`src/hdl/c3wtd_defs.vh`:
```
// constants for the channel 3 window threshold and debounce block
// assumes an 8-bit register port and a 125 MHz mclk
`ifndef C3WTD_DEFS_VH
`define C3WTD_DEFS_VH

// register port widths
`define C3WTD_ADDR_W 8
`define C3WTD_DATA_W 8

// register byte offsets
`define C3WTD_OFF_HF_UV   8'h40
`define C3WTD_OFF_HF_OV   8'h41
`define C3WTD_OFF_LF_UV   8'h42
`define C3WTD_OFF_LF_OV   8'h43
`define C3WTD_OFF_DEB     8'h44
`define C3WTD_OFF_STATUS  8'h48
`define C3WTD_OFF_CLEAR   8'h49
`define C3WTD_OFF_ENABLE  8'h4A
`define C3WTD_OFF_STATE   8'h4B

// debounce register fields
`define C3WTD_OV_DEB_MSB 7
`define C3WTD_OV_DEB_LSB 4
`define C3WTD_UV_DEB_MSB 3
`define C3WTD_UV_DEB_LSB 0

// event bits of status, clear and enable
`define C3WTD_EV_UV  0
`define C3WTD_EV_OV  1
`define C3WTD_EV_CFG 2
`define C3WTD_EV_W   3

// reset values
`define C3WTD_LIMIT_RST 8'h00
`define C3WTD_DEB_RST   8'h00
`define C3WTD_EV_RST    3'h0

// limit scaling, millivolts
`define C3WTD_MV_W        13
`define C3WTD_MV_1X_BASE  13'h0C8
`define C3WTD_MV_1X_STEP  13'h005
`define C3WTD_MV_4X_BASE  13'h320
`define C3WTD_MV_4X_STEP  13'h014

// debounce timing
`define C3WTD_CLK_NS          8
`define C3WTD_DEB_BASE_NS     100
`define C3WTD_DEB_MAX_CODE    4'hA
`define C3WTD_DEB_LONGEST_NS  102400
`define C3WTD_DEB_LONGEST_CYC ((`C3WTD_DEB_LONGEST_NS + `C3WTD_CLK_NS - 1) / `C3WTD_CLK_NS)
`define C3WTD_DEB_CNT_W       14

`endif

```
`src/hdl/c3wtd_thresh_decode.v`:
```
// converts one 8-bit limit code into millivolts under the range scaling
// assumes scale_4x comes from logic on mclk
`include "c3wtd_defs.vh"

module c3wtd_thresh_decode (
  // clock and reset
  input  wire                   mclk,
  input  wire                   nrst,
  // code in
  input  wire                   scale_4x,
  input  wire [7:0]             code,
  // decoded limit
  output reg  [`C3WTD_MV_W-1:0] mv
);

  wire [`C3WTD_MV_W-1:0] code_wide;
  wire [`C3WTD_MV_W-1:0] mv_1x;
  wire [`C3WTD_MV_W-1:0] mv_4x;

  assign code_wide = {5'h00, code};
  // full scale stays below 8191, so 13 bits never wrap
  assign mv_1x = `C3WTD_MV_1X_BASE + code_wide * `C3WTD_MV_1X_STEP;
  assign mv_4x = `C3WTD_MV_4X_BASE + code_wide * `C3WTD_MV_4X_STEP;

  always @(posedge mclk or negedge nrst) begin
    if (!nrst) begin
      mv <= {`C3WTD_MV_W{1'b0}};
    end else begin
      mv <= scale_4x ? mv_4x : mv_1x;
    end
  end

endmodule

```
`src/hdl/c3wtd_debounce.v`:
```
// qualifies one synchronised comparator output with a coded stable time
// assumes raw is already on mclk; the code may change at any time
`include "c3wtd_defs.vh"

module c3wtd_debounce #(
  parameter [31:0] LONGEST_CYCLES = `C3WTD_DEB_LONGEST_CYC,
  parameter        CNT_W          = `C3WTD_DEB_CNT_W
) (
  // clock and reset
  input  wire       mclk,
  input  wire       nrst,
  // qualification
  input  wire       enable,
  input  wire       raw,
  input  wire [3:0] code,
  // result
  output reg        fault
);

  reg  [CNT_W-1:0] count;
  wire [3:0]       eff_code;
  wire [3:0]       shift;
  wire [31:0]      round_up;
  wire [31:0]      target;
  wire [31:0]      count_wide;

  // codes past the top all select the longest time
  assign eff_code   = (code > `C3WTD_DEB_MAX_CODE) ? `C3WTD_DEB_MAX_CODE : code;
  assign shift      = `C3WTD_DEB_MAX_CODE - eff_code;
  // halving from the longest time, rounded up so no interval comes out short
  assign round_up   = (32'h1 << shift) - 32'h1;
  assign target     = (LONGEST_CYCLES + round_up) >> shift;
  assign count_wide = {{(32-CNT_W){1'b0}}, count};

  // release is immediate; only assertion is held off
  always @(posedge mclk or negedge nrst) begin
    if (!nrst) begin
      count <= {CNT_W{1'b0}};
      fault <= 1'b0;
    end else if (!enable || !raw) begin
      count <= {CNT_W{1'b0}};
      fault <= 1'b0;
    end else if (!fault) begin
      if (count_wide + 32'h1 >= target) begin
        fault <= 1'b1;
      end else begin
        count <= count + {{(CNT_W-1){1'b0}}, 1'b1};
      end
    end
  end

endmodule

```
`src/hdl/c3wtd_top.v`:
```
// channel 3 limit registers, limit decoding and high-frequency fault debounce
// assumes comparator outputs arrive unsynchronised from pins and the
// range scaling bit comes from another register on mclk
//
// Chosen here: strobed register access.
`include "c3wtd_defs.vh"

// Notes on behaviour
// - The high-frequency undervoltage limit is an 8-bit register filling bits 7 to 0.
// - The high-frequency overvoltage limit is an 8-bit register filling the byte.
// - The low-frequency undervoltage limit is an 8-bit register filling the byte.
// - The low-frequency overvoltage limit is an 8-bit register filling the byte.
// - All four limit codes are decoded under the external range scaling setting.
// - At one times scaling a code means 200 mV plus 5 mV per step, up to 1475 mV.
// - At four times scaling a code means 800 mV plus 20 mV per step, up to 5900 mV.
// - A high-frequency fault asserts only after the comparator stays set for the interval.
// - The overvoltage debounce code sits in bits 7 to 4 of the debounce register.
// - The undervoltage debounce code sits in bits 3 to 0 of the debounce register.
// - A debounce code means 0.1 us doubled per step; 1010b and above mean 102.4 us.
module c3wtd_top #(
  parameter [31:0] DEB_LONGEST_CYCLES = `C3WTD_DEB_LONGEST_CYC
) (
  // clock and reset
  input  wire                   mclk,
  input  wire                   nrst,
  // register port
  input  wire [7:0]             reg_addr,
  input  wire [7:0]             reg_wdata,
  input  wire                   reg_wr,
  input  wire                   reg_rd,
  output reg  [7:0]             reg_rdata,
  // comparator outputs from the rail
  input  wire                   hf_undervolt_raw,
  input  wire                   hf_overvolt_raw,
  // range scaling, high for four times
  input  wire                   range_scaling_setting,
  // limit codes
  output wire [7:0]             ch3_hf_undervolt_limit,
  output wire [7:0]             ch3_hf_overvolt_limit,
  output wire [7:0]             ch3_lf_undervolt_limit,
  output wire [7:0]             ch3_lf_overvolt_limit,
  // decoded limits in millivolts
  output wire [`C3WTD_MV_W-1:0] hf_undervolt_mv,
  output wire [`C3WTD_MV_W-1:0] hf_overvolt_mv,
  output wire [`C3WTD_MV_W-1:0] lf_undervolt_mv,
  output wire [`C3WTD_MV_W-1:0] lf_overvolt_mv,
  // debounce selection
  output wire [3:0]             overvolt_debounce_code,
  output wire [3:0]             undervolt_debounce_code,
  // channel state
  output reg                    channel_configured,
  output wire                   hf_undervolt_fault,
  output wire                   hf_overvolt_fault,
  output reg                    irq
);

  // limit registers in offset order: hf uv, hf ov, lf uv, lf ov
  wire [31:0]               limit_all;
  wire [4*`C3WTD_MV_W-1:0]  mv_all;
  wire [3:0]                limit_written;
  reg  [7:0]                ch3_hf_debounce_select;
  reg                       deb_written;

  // synchronisers for the comparator pins
  reg                       uv_meta;
  reg                       uv_sync;
  reg                       ov_meta;
  reg                       ov_sync;

  // event logic
  reg  [`C3WTD_EV_W-1:0]    ev_status;
  reg  [`C3WTD_EV_W-1:0]    ev_enable;
  reg                       uv_fault_prev;
  reg                       ov_fault_prev;
  reg                       cfg_prev;
  reg  [`C3WTD_EV_W-1:0]    ev_set;
  reg  [`C3WTD_EV_W-1:0]    ev_clr;
  reg  [`C3WTD_EV_W-1:0]    next_status;
  reg  [`C3WTD_EV_W-1:0]    next_enable;
  reg  [7:0]                next_rdata;
  wire                      next_configured;

  genvar i;
  generate
    for (i = 0; i < 4; i = i + 1) begin : g_limit
      reg  [7:0] limit;
      reg        written;
      wire [7:0] offset;

      // widened first so the genvar is never part-selected
      localparam [31:0] OFFSET_WIDE = `C3WTD_OFF_HF_UV + i;
      assign offset = OFFSET_WIDE[7:0];

      // each limit is a plain full-byte register
      always @(posedge mclk or negedge nrst) begin
        if (!nrst) begin
          limit   <= `C3WTD_LIMIT_RST;
          written <= 1'b0;
        end else if (reg_wr && reg_addr == offset) begin
          limit   <= reg_wdata;
          written <= 1'b1;
        end
      end

      assign limit_all[8*i+7:8*i] = limit;
      assign limit_written[i]     = written;

      c3wtd_thresh_decode u_decode (
        .mclk     (mclk),
        .nrst     (nrst),
        .scale_4x (range_scaling_setting),
        .code     (limit),
        .mv       (mv_all[`C3WTD_MV_W*i+`C3WTD_MV_W-1:`C3WTD_MV_W*i])
      );
    end
  endgenerate

  assign ch3_hf_undervolt_limit = limit_all[7:0];
  assign ch3_hf_overvolt_limit  = limit_all[15:8];
  assign ch3_lf_undervolt_limit = limit_all[23:16];
  assign ch3_lf_overvolt_limit  = limit_all[31:24];
  assign hf_undervolt_mv        = mv_all[`C3WTD_MV_W-1:0];
  assign hf_overvolt_mv         = mv_all[2*`C3WTD_MV_W-1:`C3WTD_MV_W];
  assign lf_undervolt_mv        = mv_all[3*`C3WTD_MV_W-1:2*`C3WTD_MV_W];
  assign lf_overvolt_mv         = mv_all[4*`C3WTD_MV_W-1:3*`C3WTD_MV_W];

  // debounce register
  always @(posedge mclk or negedge nrst) begin
    if (!nrst) begin
      ch3_hf_debounce_select <= `C3WTD_DEB_RST;
      deb_written            <= 1'b0;
    end else if (reg_wr && reg_addr == `C3WTD_OFF_DEB) begin
      ch3_hf_debounce_select <= reg_wdata;
      deb_written            <= 1'b1;
    end
  end

  assign overvolt_debounce_code  =
    ch3_hf_debounce_select[`C3WTD_OV_DEB_MSB:`C3WTD_OV_DEB_LSB];
  assign undervolt_debounce_code =
    ch3_hf_debounce_select[`C3WTD_UV_DEB_MSB:`C3WTD_UV_DEB_LSB];

  // the limits reset to code 00h until written, so a fault on stale codes would be noise
  assign next_configured = (&limit_written) & deb_written;

  always @(posedge mclk or negedge nrst) begin
    if (!nrst) begin
      channel_configured <= 1'b0;
    end else begin
      channel_configured <= next_configured;
    end
  end

  // two flops before anything reads the pins
  always @(posedge mclk or negedge nrst) begin
    if (!nrst) begin
      uv_meta <= 1'b0;
      uv_sync <= 1'b0;
      ov_meta <= 1'b0;
      ov_sync <= 1'b0;
    end else begin
      uv_meta <= hf_undervolt_raw;
      uv_sync <= uv_meta;
      ov_meta <= hf_overvolt_raw;
      ov_sync <= ov_meta;
    end
  end

  c3wtd_debounce #(
    .LONGEST_CYCLES (DEB_LONGEST_CYCLES),
    .CNT_W          (`C3WTD_DEB_CNT_W)
  ) u_uv_debounce (
    .mclk   (mclk),
    .nrst   (nrst),
    .enable (channel_configured),
    .raw    (uv_sync),
    .code   (undervolt_debounce_code),
    .fault  (hf_undervolt_fault)
  );

  c3wtd_debounce #(
    .LONGEST_CYCLES (DEB_LONGEST_CYCLES),
    .CNT_W          (`C3WTD_DEB_CNT_W)
  ) u_ov_debounce (
    .mclk   (mclk),
    .nrst   (nrst),
    .enable (channel_configured),
    .raw    (ov_sync),
    .code   (overvolt_debounce_code),
    .fault  (hf_overvolt_fault)
  );

  // sticky events, a set in the same cycle as its clear wins
  always @* begin
    ev_set                = {`C3WTD_EV_W{1'b0}};
    ev_set[`C3WTD_EV_UV]  = hf_undervolt_fault & ~uv_fault_prev;
    ev_set[`C3WTD_EV_OV]  = hf_overvolt_fault & ~ov_fault_prev;
    ev_set[`C3WTD_EV_CFG] = channel_configured & ~cfg_prev;
    ev_clr                = {`C3WTD_EV_W{1'b0}};
    if (reg_wr && reg_addr == `C3WTD_OFF_CLEAR) begin
      ev_clr = reg_wdata[`C3WTD_EV_W-1:0];
    end
    next_status = (ev_status & ~ev_clr) | ev_set;
    next_enable = ev_enable;
    if (reg_wr && reg_addr == `C3WTD_OFF_ENABLE) begin
      next_enable = reg_wdata[`C3WTD_EV_W-1:0];
    end
  end

  always @(posedge mclk or negedge nrst) begin
    if (!nrst) begin
      ev_status     <= `C3WTD_EV_RST;
      ev_enable     <= `C3WTD_EV_RST;
      uv_fault_prev <= 1'b0;
      ov_fault_prev <= 1'b0;
      cfg_prev      <= 1'b0;
      irq           <= 1'b0;
    end else begin
      ev_status     <= next_status;
      ev_enable     <= next_enable;
      uv_fault_prev <= hf_undervolt_fault;
      ov_fault_prev <= hf_overvolt_fault;
      cfg_prev      <= channel_configured;
      irq           <= |(next_status & next_enable);
    end
  end

  // read mux; unmapped offsets and the clear register read as zero
  always @* begin
    next_rdata = 8'h00;
    if (reg_rd) begin
      case (reg_addr)
        `C3WTD_OFF_HF_UV:  next_rdata = limit_all[7:0];
        `C3WTD_OFF_HF_OV:  next_rdata = limit_all[15:8];
        `C3WTD_OFF_LF_UV:  next_rdata = limit_all[23:16];
        `C3WTD_OFF_LF_OV:  next_rdata = limit_all[31:24];
        `C3WTD_OFF_DEB:    next_rdata = ch3_hf_debounce_select;
        `C3WTD_OFF_STATUS: next_rdata = {5'h00, ev_status};
        `C3WTD_OFF_ENABLE: next_rdata = {5'h00, ev_enable};
        `C3WTD_OFF_STATE:  next_rdata = {5'h00, channel_configured,
                                         hf_overvolt_fault, hf_undervolt_fault};
        default:           next_rdata = 8'h00;
      endcase
    end
  end

  // data stands for exactly the cycle after the strobe
  always @(posedge mclk or negedge nrst) begin
    if (!nrst) begin
      reg_rdata <= 8'h00;
    end else begin
      reg_rdata <= next_rdata;
    end
  end

endmodule

```
`config.mk`:
```
export PLATFORM = sky130hd
export DESIGN_NAME = c3wtd_top
export DESIGN_NICKNAME = d
export VERILOG_FILES = /design/src/hdl/c3wtd_thresh_decode.v /design/src/hdl/c3wtd_debounce.v /design/src/hdl/c3wtd_top.v
export VERILOG_INCLUDE_DIRS = /design/src /design/src/hdl
export SDC_FILE = /design/constraint.sdc
export NUM_CORES = 1
export LEC_CHECK = 0
export BUFFER_PORTS_ARGS = -buffer_cell sky130_fd_sc_hd__buf_2
export CAP_MARGIN = 20
export CORE_MARGIN = 8
export CORE_UTILIZATION = 61
export CTS_CLUSTER_SIZE = 16
export DETAILED_ROUTE_END_ITERATION = 7
export GPL_ROUTABILITY_DRIVEN = 0
export GPL_TIMING_DRIVEN = 0
export MAX_ROUTING_LAYER = met4
export PLACE_DENSITY = 0.82
export SLEW_MARGIN = 10
export SYNTH_ARGS = -nofsm -noshare
export SYNTH_HDL_FRONTEND = slang
export SYNTH_HIERARCHICAL = 1
export SYNTH_SLANG_ARGS = --single-unit
```
`constraint.sdc`:
```
create_clock -name mclk -period 5.7 [get_ports mclk]
set_input_delay 1.14 -clock mclk [delete_from_list [all_inputs] [get_ports mclk]]
set_output_delay 1.14 -clock mclk [all_outputs]
set_load 0.05 [all_outputs]
```
==> flow_results.xml <==
<?xml version="1.0" encoding="UTF-8"?>
<metrics>
  <group name="run_status">
    <metric name="outcome" unit="">finished clean</metric>
  </group>
  <group name="floorplan">
    <metric name="top_level_ports" unit="">127</metric>
    <metric name="fp.dieArea" unit="sq um">27100</metric>
    <metric name="die_height" unit="um">165</metric>
    <metric name="site_rows" unit="">54</metric>
    <metric name="die_w" unit="um">165</metric>
    <metric name="initial_utilization" unit="%">62.0</metric>
    <metric name="core" unit="sq um">21800</metric>
  </group>
  <group name="critical_path">
    <metric name="worst-path-max-fanout" unit="">12</metric>
    <metric name="cp-end-kind" unit="">flop</metric>
    <metric name="cp-start-kind" unit="">flop</metric>
    <metric name="cp_data_required_time" unit="ns">6.03</metric>
    <metric name="worstPathArrival" unit="ns">5.82</metric>
    <metric name="crit_type" unit="">flop to flop</metric>
  </group>
  <group name="run">
    <metric name="max_cap_viol_count" unit="">0</metric>
  </group>
  <group name="power">
    <metric name="vdd.ir_drop.worst" unit="mV">0.191</metric>
    <metric name="internal-power" unit="mW">2.08</metric>
    <metric name="total_power" unit="mW">3.18</metric>
    <metric name="power.density" unit="nW/um^2">206</metric>
    <metric name="power.share.clock" unit="%">34.5</metric>
    <metric name="switching_share" unit="%">34.6</metric>
    <metric name="static-leakage-power" unit="nW">7.51</metric>
    <metric name="p_switching" unit="mW">1.10</metric>
    <metric name="power.combinational.fraction" unit="%">28.6</metric>
    <metric name="power_frac_seq" unit="%">36.9</metric>
  </group>
  <group name="clock_tree">
    <metric name="cts_hold_buf" unit="">0</metric>
    <metric name="cts.path.max_buffers" unit="">2</metric>
    <metric name="clk_root_buffer_cell" unit="">sky130_fd_sc_hd__clkbuf_16</metric>
    <metric name="worst_setup_hold_path_clk_slew" unit="ns">0.06</metric>
    <metric name="clkLatencyLatePin" unit="ns">0.42</metric>
    <metric name="tritoncts_clock_tree" unit="">yes</metric>
    <metric name="cts_htree_levels" unit="">4</metric>
    <metric name="clock_sink_count" unit="">150</metric>
    <metric name="cts_made_buffers" unit="">17</metric>
  </group>
  <group name="yosys">
    <metric name="synth.ff_latch_count" unit="">150</metric>
    <metric name="syn-cell-area" unit="sq um">13500</metric>
    <metric name="synth-async-reset-ratio" unit="%">100</metric>
    <metric name="yosys_most_used_dff" unit="">sky130_fd_sc_hd__dfrtp_1</metric>
    <metric name="synth_cells" unit="">1452</metric>
    <metric name="syn_avg_cell_area" unit="sq um">9.28</metric>
    <metric name="yosys_warnings" unit="">6</metric>
    <metric name="synth_cell_type_count" unit="">89</metric>
    <metric name="synth_enable_flop_cells" unit="">0</metric>
    <metric name="yosysSeqAreaShare" unit="%">27.8</metric>
    <metric name="syn_nets" unit="">1623</metric>
  </group>
  <group name="route">
    <metric name="drt_iter0_markers" unit="">1112</metric>
    <metric name="wl_per_cell" unit="um">19.3</metric>
    <metric name="drt_first_pass_iters" unit="">6</metric>
    <metric name="antenna_left" unit="">0</metric>
    <metric name="vias" unit="">12200</metric>
    <metric name="drt-vias-per-instance" unit="">6.38</metric>
    <metric name="postRouteWirelength" unit="um">36900</metric>
    <metric name="drc" unit="">0</metric>
  </group>
  <group name="sta">
    <metric name="setup_total_negative_slack" unit="ns">0</metric>
    <metric name="setup_viol_count_final" unit="">0</metric>
    <metric name="report.final.hold_viol_count" unit="">0</metric>
    <metric name="fmax" unit="MHz">182</metric>
    <metric name="timing.slew.headroom" unit="%">47.8</metric>
    <metric name="tightest_slew" unit="ns">0.772</metric>
    <metric name="final_period_minus_worst_setup_slack" unit="ns">5.49</metric>
    <metric name="setup_clock_skew_after_layout" unit="ns">0.0105</metric>
    <metric name="period_share" unit="%">96.3</metric>
    <metric name="timing.final.max_slew_violations" unit="">0</metric>
    <metric name="final_critical_path_setup_slack" unit="ns">0.208</metric>
  </group>
  <group name="global_routing">
    <metric name="grtUsageMet1" unit="%">33.9</metric>
    <metric name="grt.total_usage" unit="%">27.4</metric>
    <metric name="grt_max_degree" unit="">108</metric>
    <metric name="grt_antenna_before_repair" unit="">4</metric>
    <metric name="gr-usage-met3" unit="%">4.81</metric>
    <metric name="vias_in_the_first_global_route" unit="">11700</metric>
    <metric name="gr-max-usage-layer" unit="">met2</metric>
    <metric name="grt_first_pass_wirelength" unit="um">58800</metric>
    <metric name="groute.layer.met2.usage" unit="%">44.1</metric>
    <metric name="grt-ovfl-total" unit="">0</metric>
  </group>
  <group name="place">
    <metric name="dp.final_hpwl" unit="um">26900</metric>
    <metric name="detailedPlace.worstSlack" unit="ns">-0.671</metric>
    <metric name="portBuffers" unit="">124</metric>
    <metric name="placedInstanceArea" unit="sq um">14500</metric>
  </group>
  <group name="hold_path">
    <metric name="worstHoldPathType" unit="">flop to flop</metric>
  </group>
  <group name="final_layout">
    <metric name="nNetsFinal" unit="">1783</metric>
    <metric name="finalInstanceArea" unit="sq um">15400</metric>
    <metric name="fillerInstances" unit="">1590</metric>
    <metric name="synthToLayoutAreaGrowth" unit="%">14.4</metric>
    <metric name="drive_gt1_share" unit="%">23.4</metric>
  </group>
</metrics>
[flip-flops by register name (all words and copies together), names as in the netlist, 3 cells and up]
signal and flops:
reg_rdata 8, g_limit.written 4, g_limit.u_decode/mv 52, ch3_lf_undervolt_limit 8, u_uv_debounce/count 14, ev_status 3
ch3_hf_undervolt_limit 8, ch3_hf_debounce_select 8, ev_enable 3, u_ov_debounce/count 14, ch3_lf_overvolt_limit 8, ch3_hf_overvolt_limit 8
[Yosys cell counts (11+ instances only)]
master / number / share of area (%)
sky130_fd_sc_hd__dfrtp_1: 150 / 28
sky130_fd_sc_hd__ha_1: 136 / 13
sky130_fd_sc_hd__nand2_1: 93 / 2.6
sky130_fd_sc_hd__inv_1: 82 / 2.3
sky130_fd_sc_hd__nor2_1: 78 / 2.2
sky130_fd_sc_hd__a21oi_1: 70 / 2.6
sky130_fd_sc_hd__o21ai_0: 63 / 2.3
sky130_fd_sc_hd__nand3_1: 48 / 1.8
sky130_fd_sc_hd__xnor2_1: 46 / 3.0
sky130_fd_sc_hd__nor2b_1: 41 / 1.9
sky130_fd_sc_hd__mux2_2: 40 / 3.3
sky130_fd_sc_hd__xor2_1: 38 / 2.5
sky130_fd_sc_hd__clkbuf_1: 36 / 1.0
sky130_fd_sc_hd__a21o_1: 29 / 1.6
sky130_fd_sc_hd__mux2i_1: 29 / 2.2
sky130_fd_sc_hd__nor3_1: 28 / 1.0
sky130_fd_sc_hd__buf_2: 26 / 0.97
sky130_fd_sc_hd__or3_1: 26 / 1.2
sky130_fd_sc_hd__and3_1: 22 / 1.0
sky130_fd_sc_hd__nand2b_1: 22 / 1.0
sky130_fd_sc_hd__a211oi_1: 20 / 1.1
sky130_fd_sc_hd__o31ai_1: 19 / 1.1
sky130_fd_sc_hd__o211ai_1: 17 / 0.95
sky130_fd_sc_hd__a221oi_1: 16 / 1.0
sky130_fd_sc_hd__a21oi_2: 13 / 0.84
sky130_fd_sc_hd__fa_1: 12 / 1.8
sky130_fd_sc_hd__o311ai_0: 12 / 0.78
sky130_fd_sc_hd__a31oi_1: 11 / 0.51
sky130_fd_sc_hd__and2_1: 11 / 0.51
[power by group through the flow]
stage / clock network (mW) / registers (mW) / logic (mW)
after global placement: 0 / 1.19 / 0.845
after CTS: 1.11 / 1.17 / 0.886
final: 1.10 / 1.17 / 0.909
after floorplan: 0 / 1.37 / 0.463
after global routing: 1.16 / 1.18 / 0.984
after detailed placement: 0 / 1.19 / 0.869
[what timing repair did]
action                     in CTS  in global routing
pin swaps                       5                 11
resized for setup              27                 44
setup endpoints to repair      30                 24
setup buffers                   3                 13
gates cloned                    0                  2
[metrics by stage]
stage / cells / util, % / hold slack, ns
after global routing: 1908 / 70.9 / 0.358
after floorplan: 1452 / - / 0.331
after CTS: 1889 / 69.7 / 0.350
after global placement: 1856 / 66.4 / 0.335
final: 1908 / 70.9 / 0.351
after detailed placement: 1857 / 66.6 / 0.336
[layout by cell type, fill, tap and decap left out, types with 19 or more instances in the layout]
cell type / instances
sky130_fd_sc_hd__inv_1: 78
sky130_fd_sc_hd__buf_2: 150
sky130_fd_sc_hd__a21oi_1: 66
sky130_fd_sc_hd__nor2_1: 78
sky130_fd_sc_hd__a21o_1: 29
sky130_fd_sc_hd__xnor2_1: 46
sky130_fd_sc_hd__nand2b_1: 22
sky130_fd_sc_hd__and3_1: 22
sky130_fd_sc_hd__o21ai_0: 63
sky130_fd_sc_hd__dfrtp_1: 146
sky130_fd_sc_hd__mux2_2: 40
sky130_fd_sc_hd__mux2i_1: 29
sky130_fd_sc_hd__or3_1: 26
sky130_fd_sc_hd__nor2b_1: 41
sky130_fd_sc_hd__ha_1: 132
sky130_fd_sc_hd__nor3_1: 28
sky130_fd_sc_hd__xor2_1: 38
sky130_fd_sc_hd__clkbuf_1: 29
sky130_fd_sc_hd__nand3_1: 48
sky130_fd_sc_hd__nand2_1: 87
sky130_fd_sc_hd__buf_4: 27
sky130_fd_sc_hd__a211oi_1: 20
sky130_fd_sc_hd__o31ai_1: 19
[final timing paths]
check | start | slack [ns] | endpoint | depth (start not counted)
setup / recovery | ch3_hf_debounce_select[2]$_DFFE_PN0P_ | 0.21 | u_uv_debounce/count[4]$_DFFE_PN0P_ | 27
hold / removal | uv_meta$_DFF_PN0_ | 0.35 | uv_sync$_DFF_PN0_ | 0
setup reg to reg | ch3_hf_debounce_select[2]$_DFFE_PN0P_ | 0.21 | u_uv_debounce/count[4]$_DFFE_PN0P_ | 27
hold reg to reg | uv_meta$_DFF_PN0_ | 0.35 | uv_sync$_DFF_PN0_ | 0
max in group asynchronous | nrst | 4.22 | ch3_hf_debounce_select[2]$_DFFE_PN0P_ | 2
min in group asynchronous | nrst | 0.60 | g_limit[3].u_decode/mv[12]$_DFF_PN0_ | 1
[layout make-up]
type                    instances  area [sq um]  share of cell area (%)
inverters                      82           310                    2.01
well taps                     280           350                    2.27
clock inverters                12           129                   0.836
diodes                          4          10.0                  0.0649
clock buffers                  19           443                    2.87
repair buffers                143           788                    5.11
plain buffers                  79           463                    3.00
flip-flops and latches        150          3760                    24.4
multi-input cells            1139          9170                    59.5
[kinds of logic after synthesis]
group,synth area share (%)
AND/OR/NAND/NOR,17.4
AO/OA/AOI/OAI,20.6
buffers and inverters,5.42
adder cells (fa/ha/maj),14.7
flip-flops,27.8
XOR/XNOR,6.27
multiplexers,7.72
other,0.0557
[metal layers]
layer	routed length (um)	part of all wire (%)
met1	15200	41
met2	17800	48
met3	2640	7.2
met4	1200	3.3
met5	0	0
[critical path, cell delays in order (launching register included)]
cell and delay [ns]:
sky130_fd_sc_hd__dfrtp_2 0.44, sky130_fd_sc_hd__buf_4 0.19, sky130_fd_sc_hd__o21ai_4 0.18, sky130_fd_sc_hd__nand2_2 0.12, sky130_fd_sc_hd__inv_4 0.11, sky130_fd_sc_hd__buf_8 0.16, sky130_fd_sc_hd__ha_4 0.19, sky130_fd_sc_hd__buf_8 0.16
sky130_fd_sc_hd__nand3b_1 0.14, sky130_fd_sc_hd__o221ai_4 0.13, sky130_fd_sc_hd__nand2_2 0.11, sky130_fd_sc_hd__ha_4 0.22, sky130_fd_sc_hd__nand2b_1 0.19, sky130_fd_sc_hd__a21oi_2 0.15, sky130_fd_sc_hd__o31ai_1 0.10, sky130_fd_sc_hd__a221oi_2 0.33
sky130_fd_sc_hd__nand2_1 0.10, sky130_fd_sc_hd__a221o_1 0.39, sky130_fd_sc_hd__o41ai_1 0.10, sky130_fd_sc_hd__ha_1 0.31, sky130_fd_sc_hd__nand2b_1 0.15, sky130_fd_sc_hd__a21o_1 0.17, sky130_fd_sc_hd__a21o_1 0.20, sky130_fd_sc_hd__a21oi_4 0.13
sky130_fd_sc_hd__o211ai_1 0.21, sky130_fd_sc_hd__buf_4 0.24, sky130_fd_sc_hd__or3_1 0.31, sky130_fd_sc_hd__a21oi_1 0.15
Note: power is estimated with default switching activity, not from simulation.
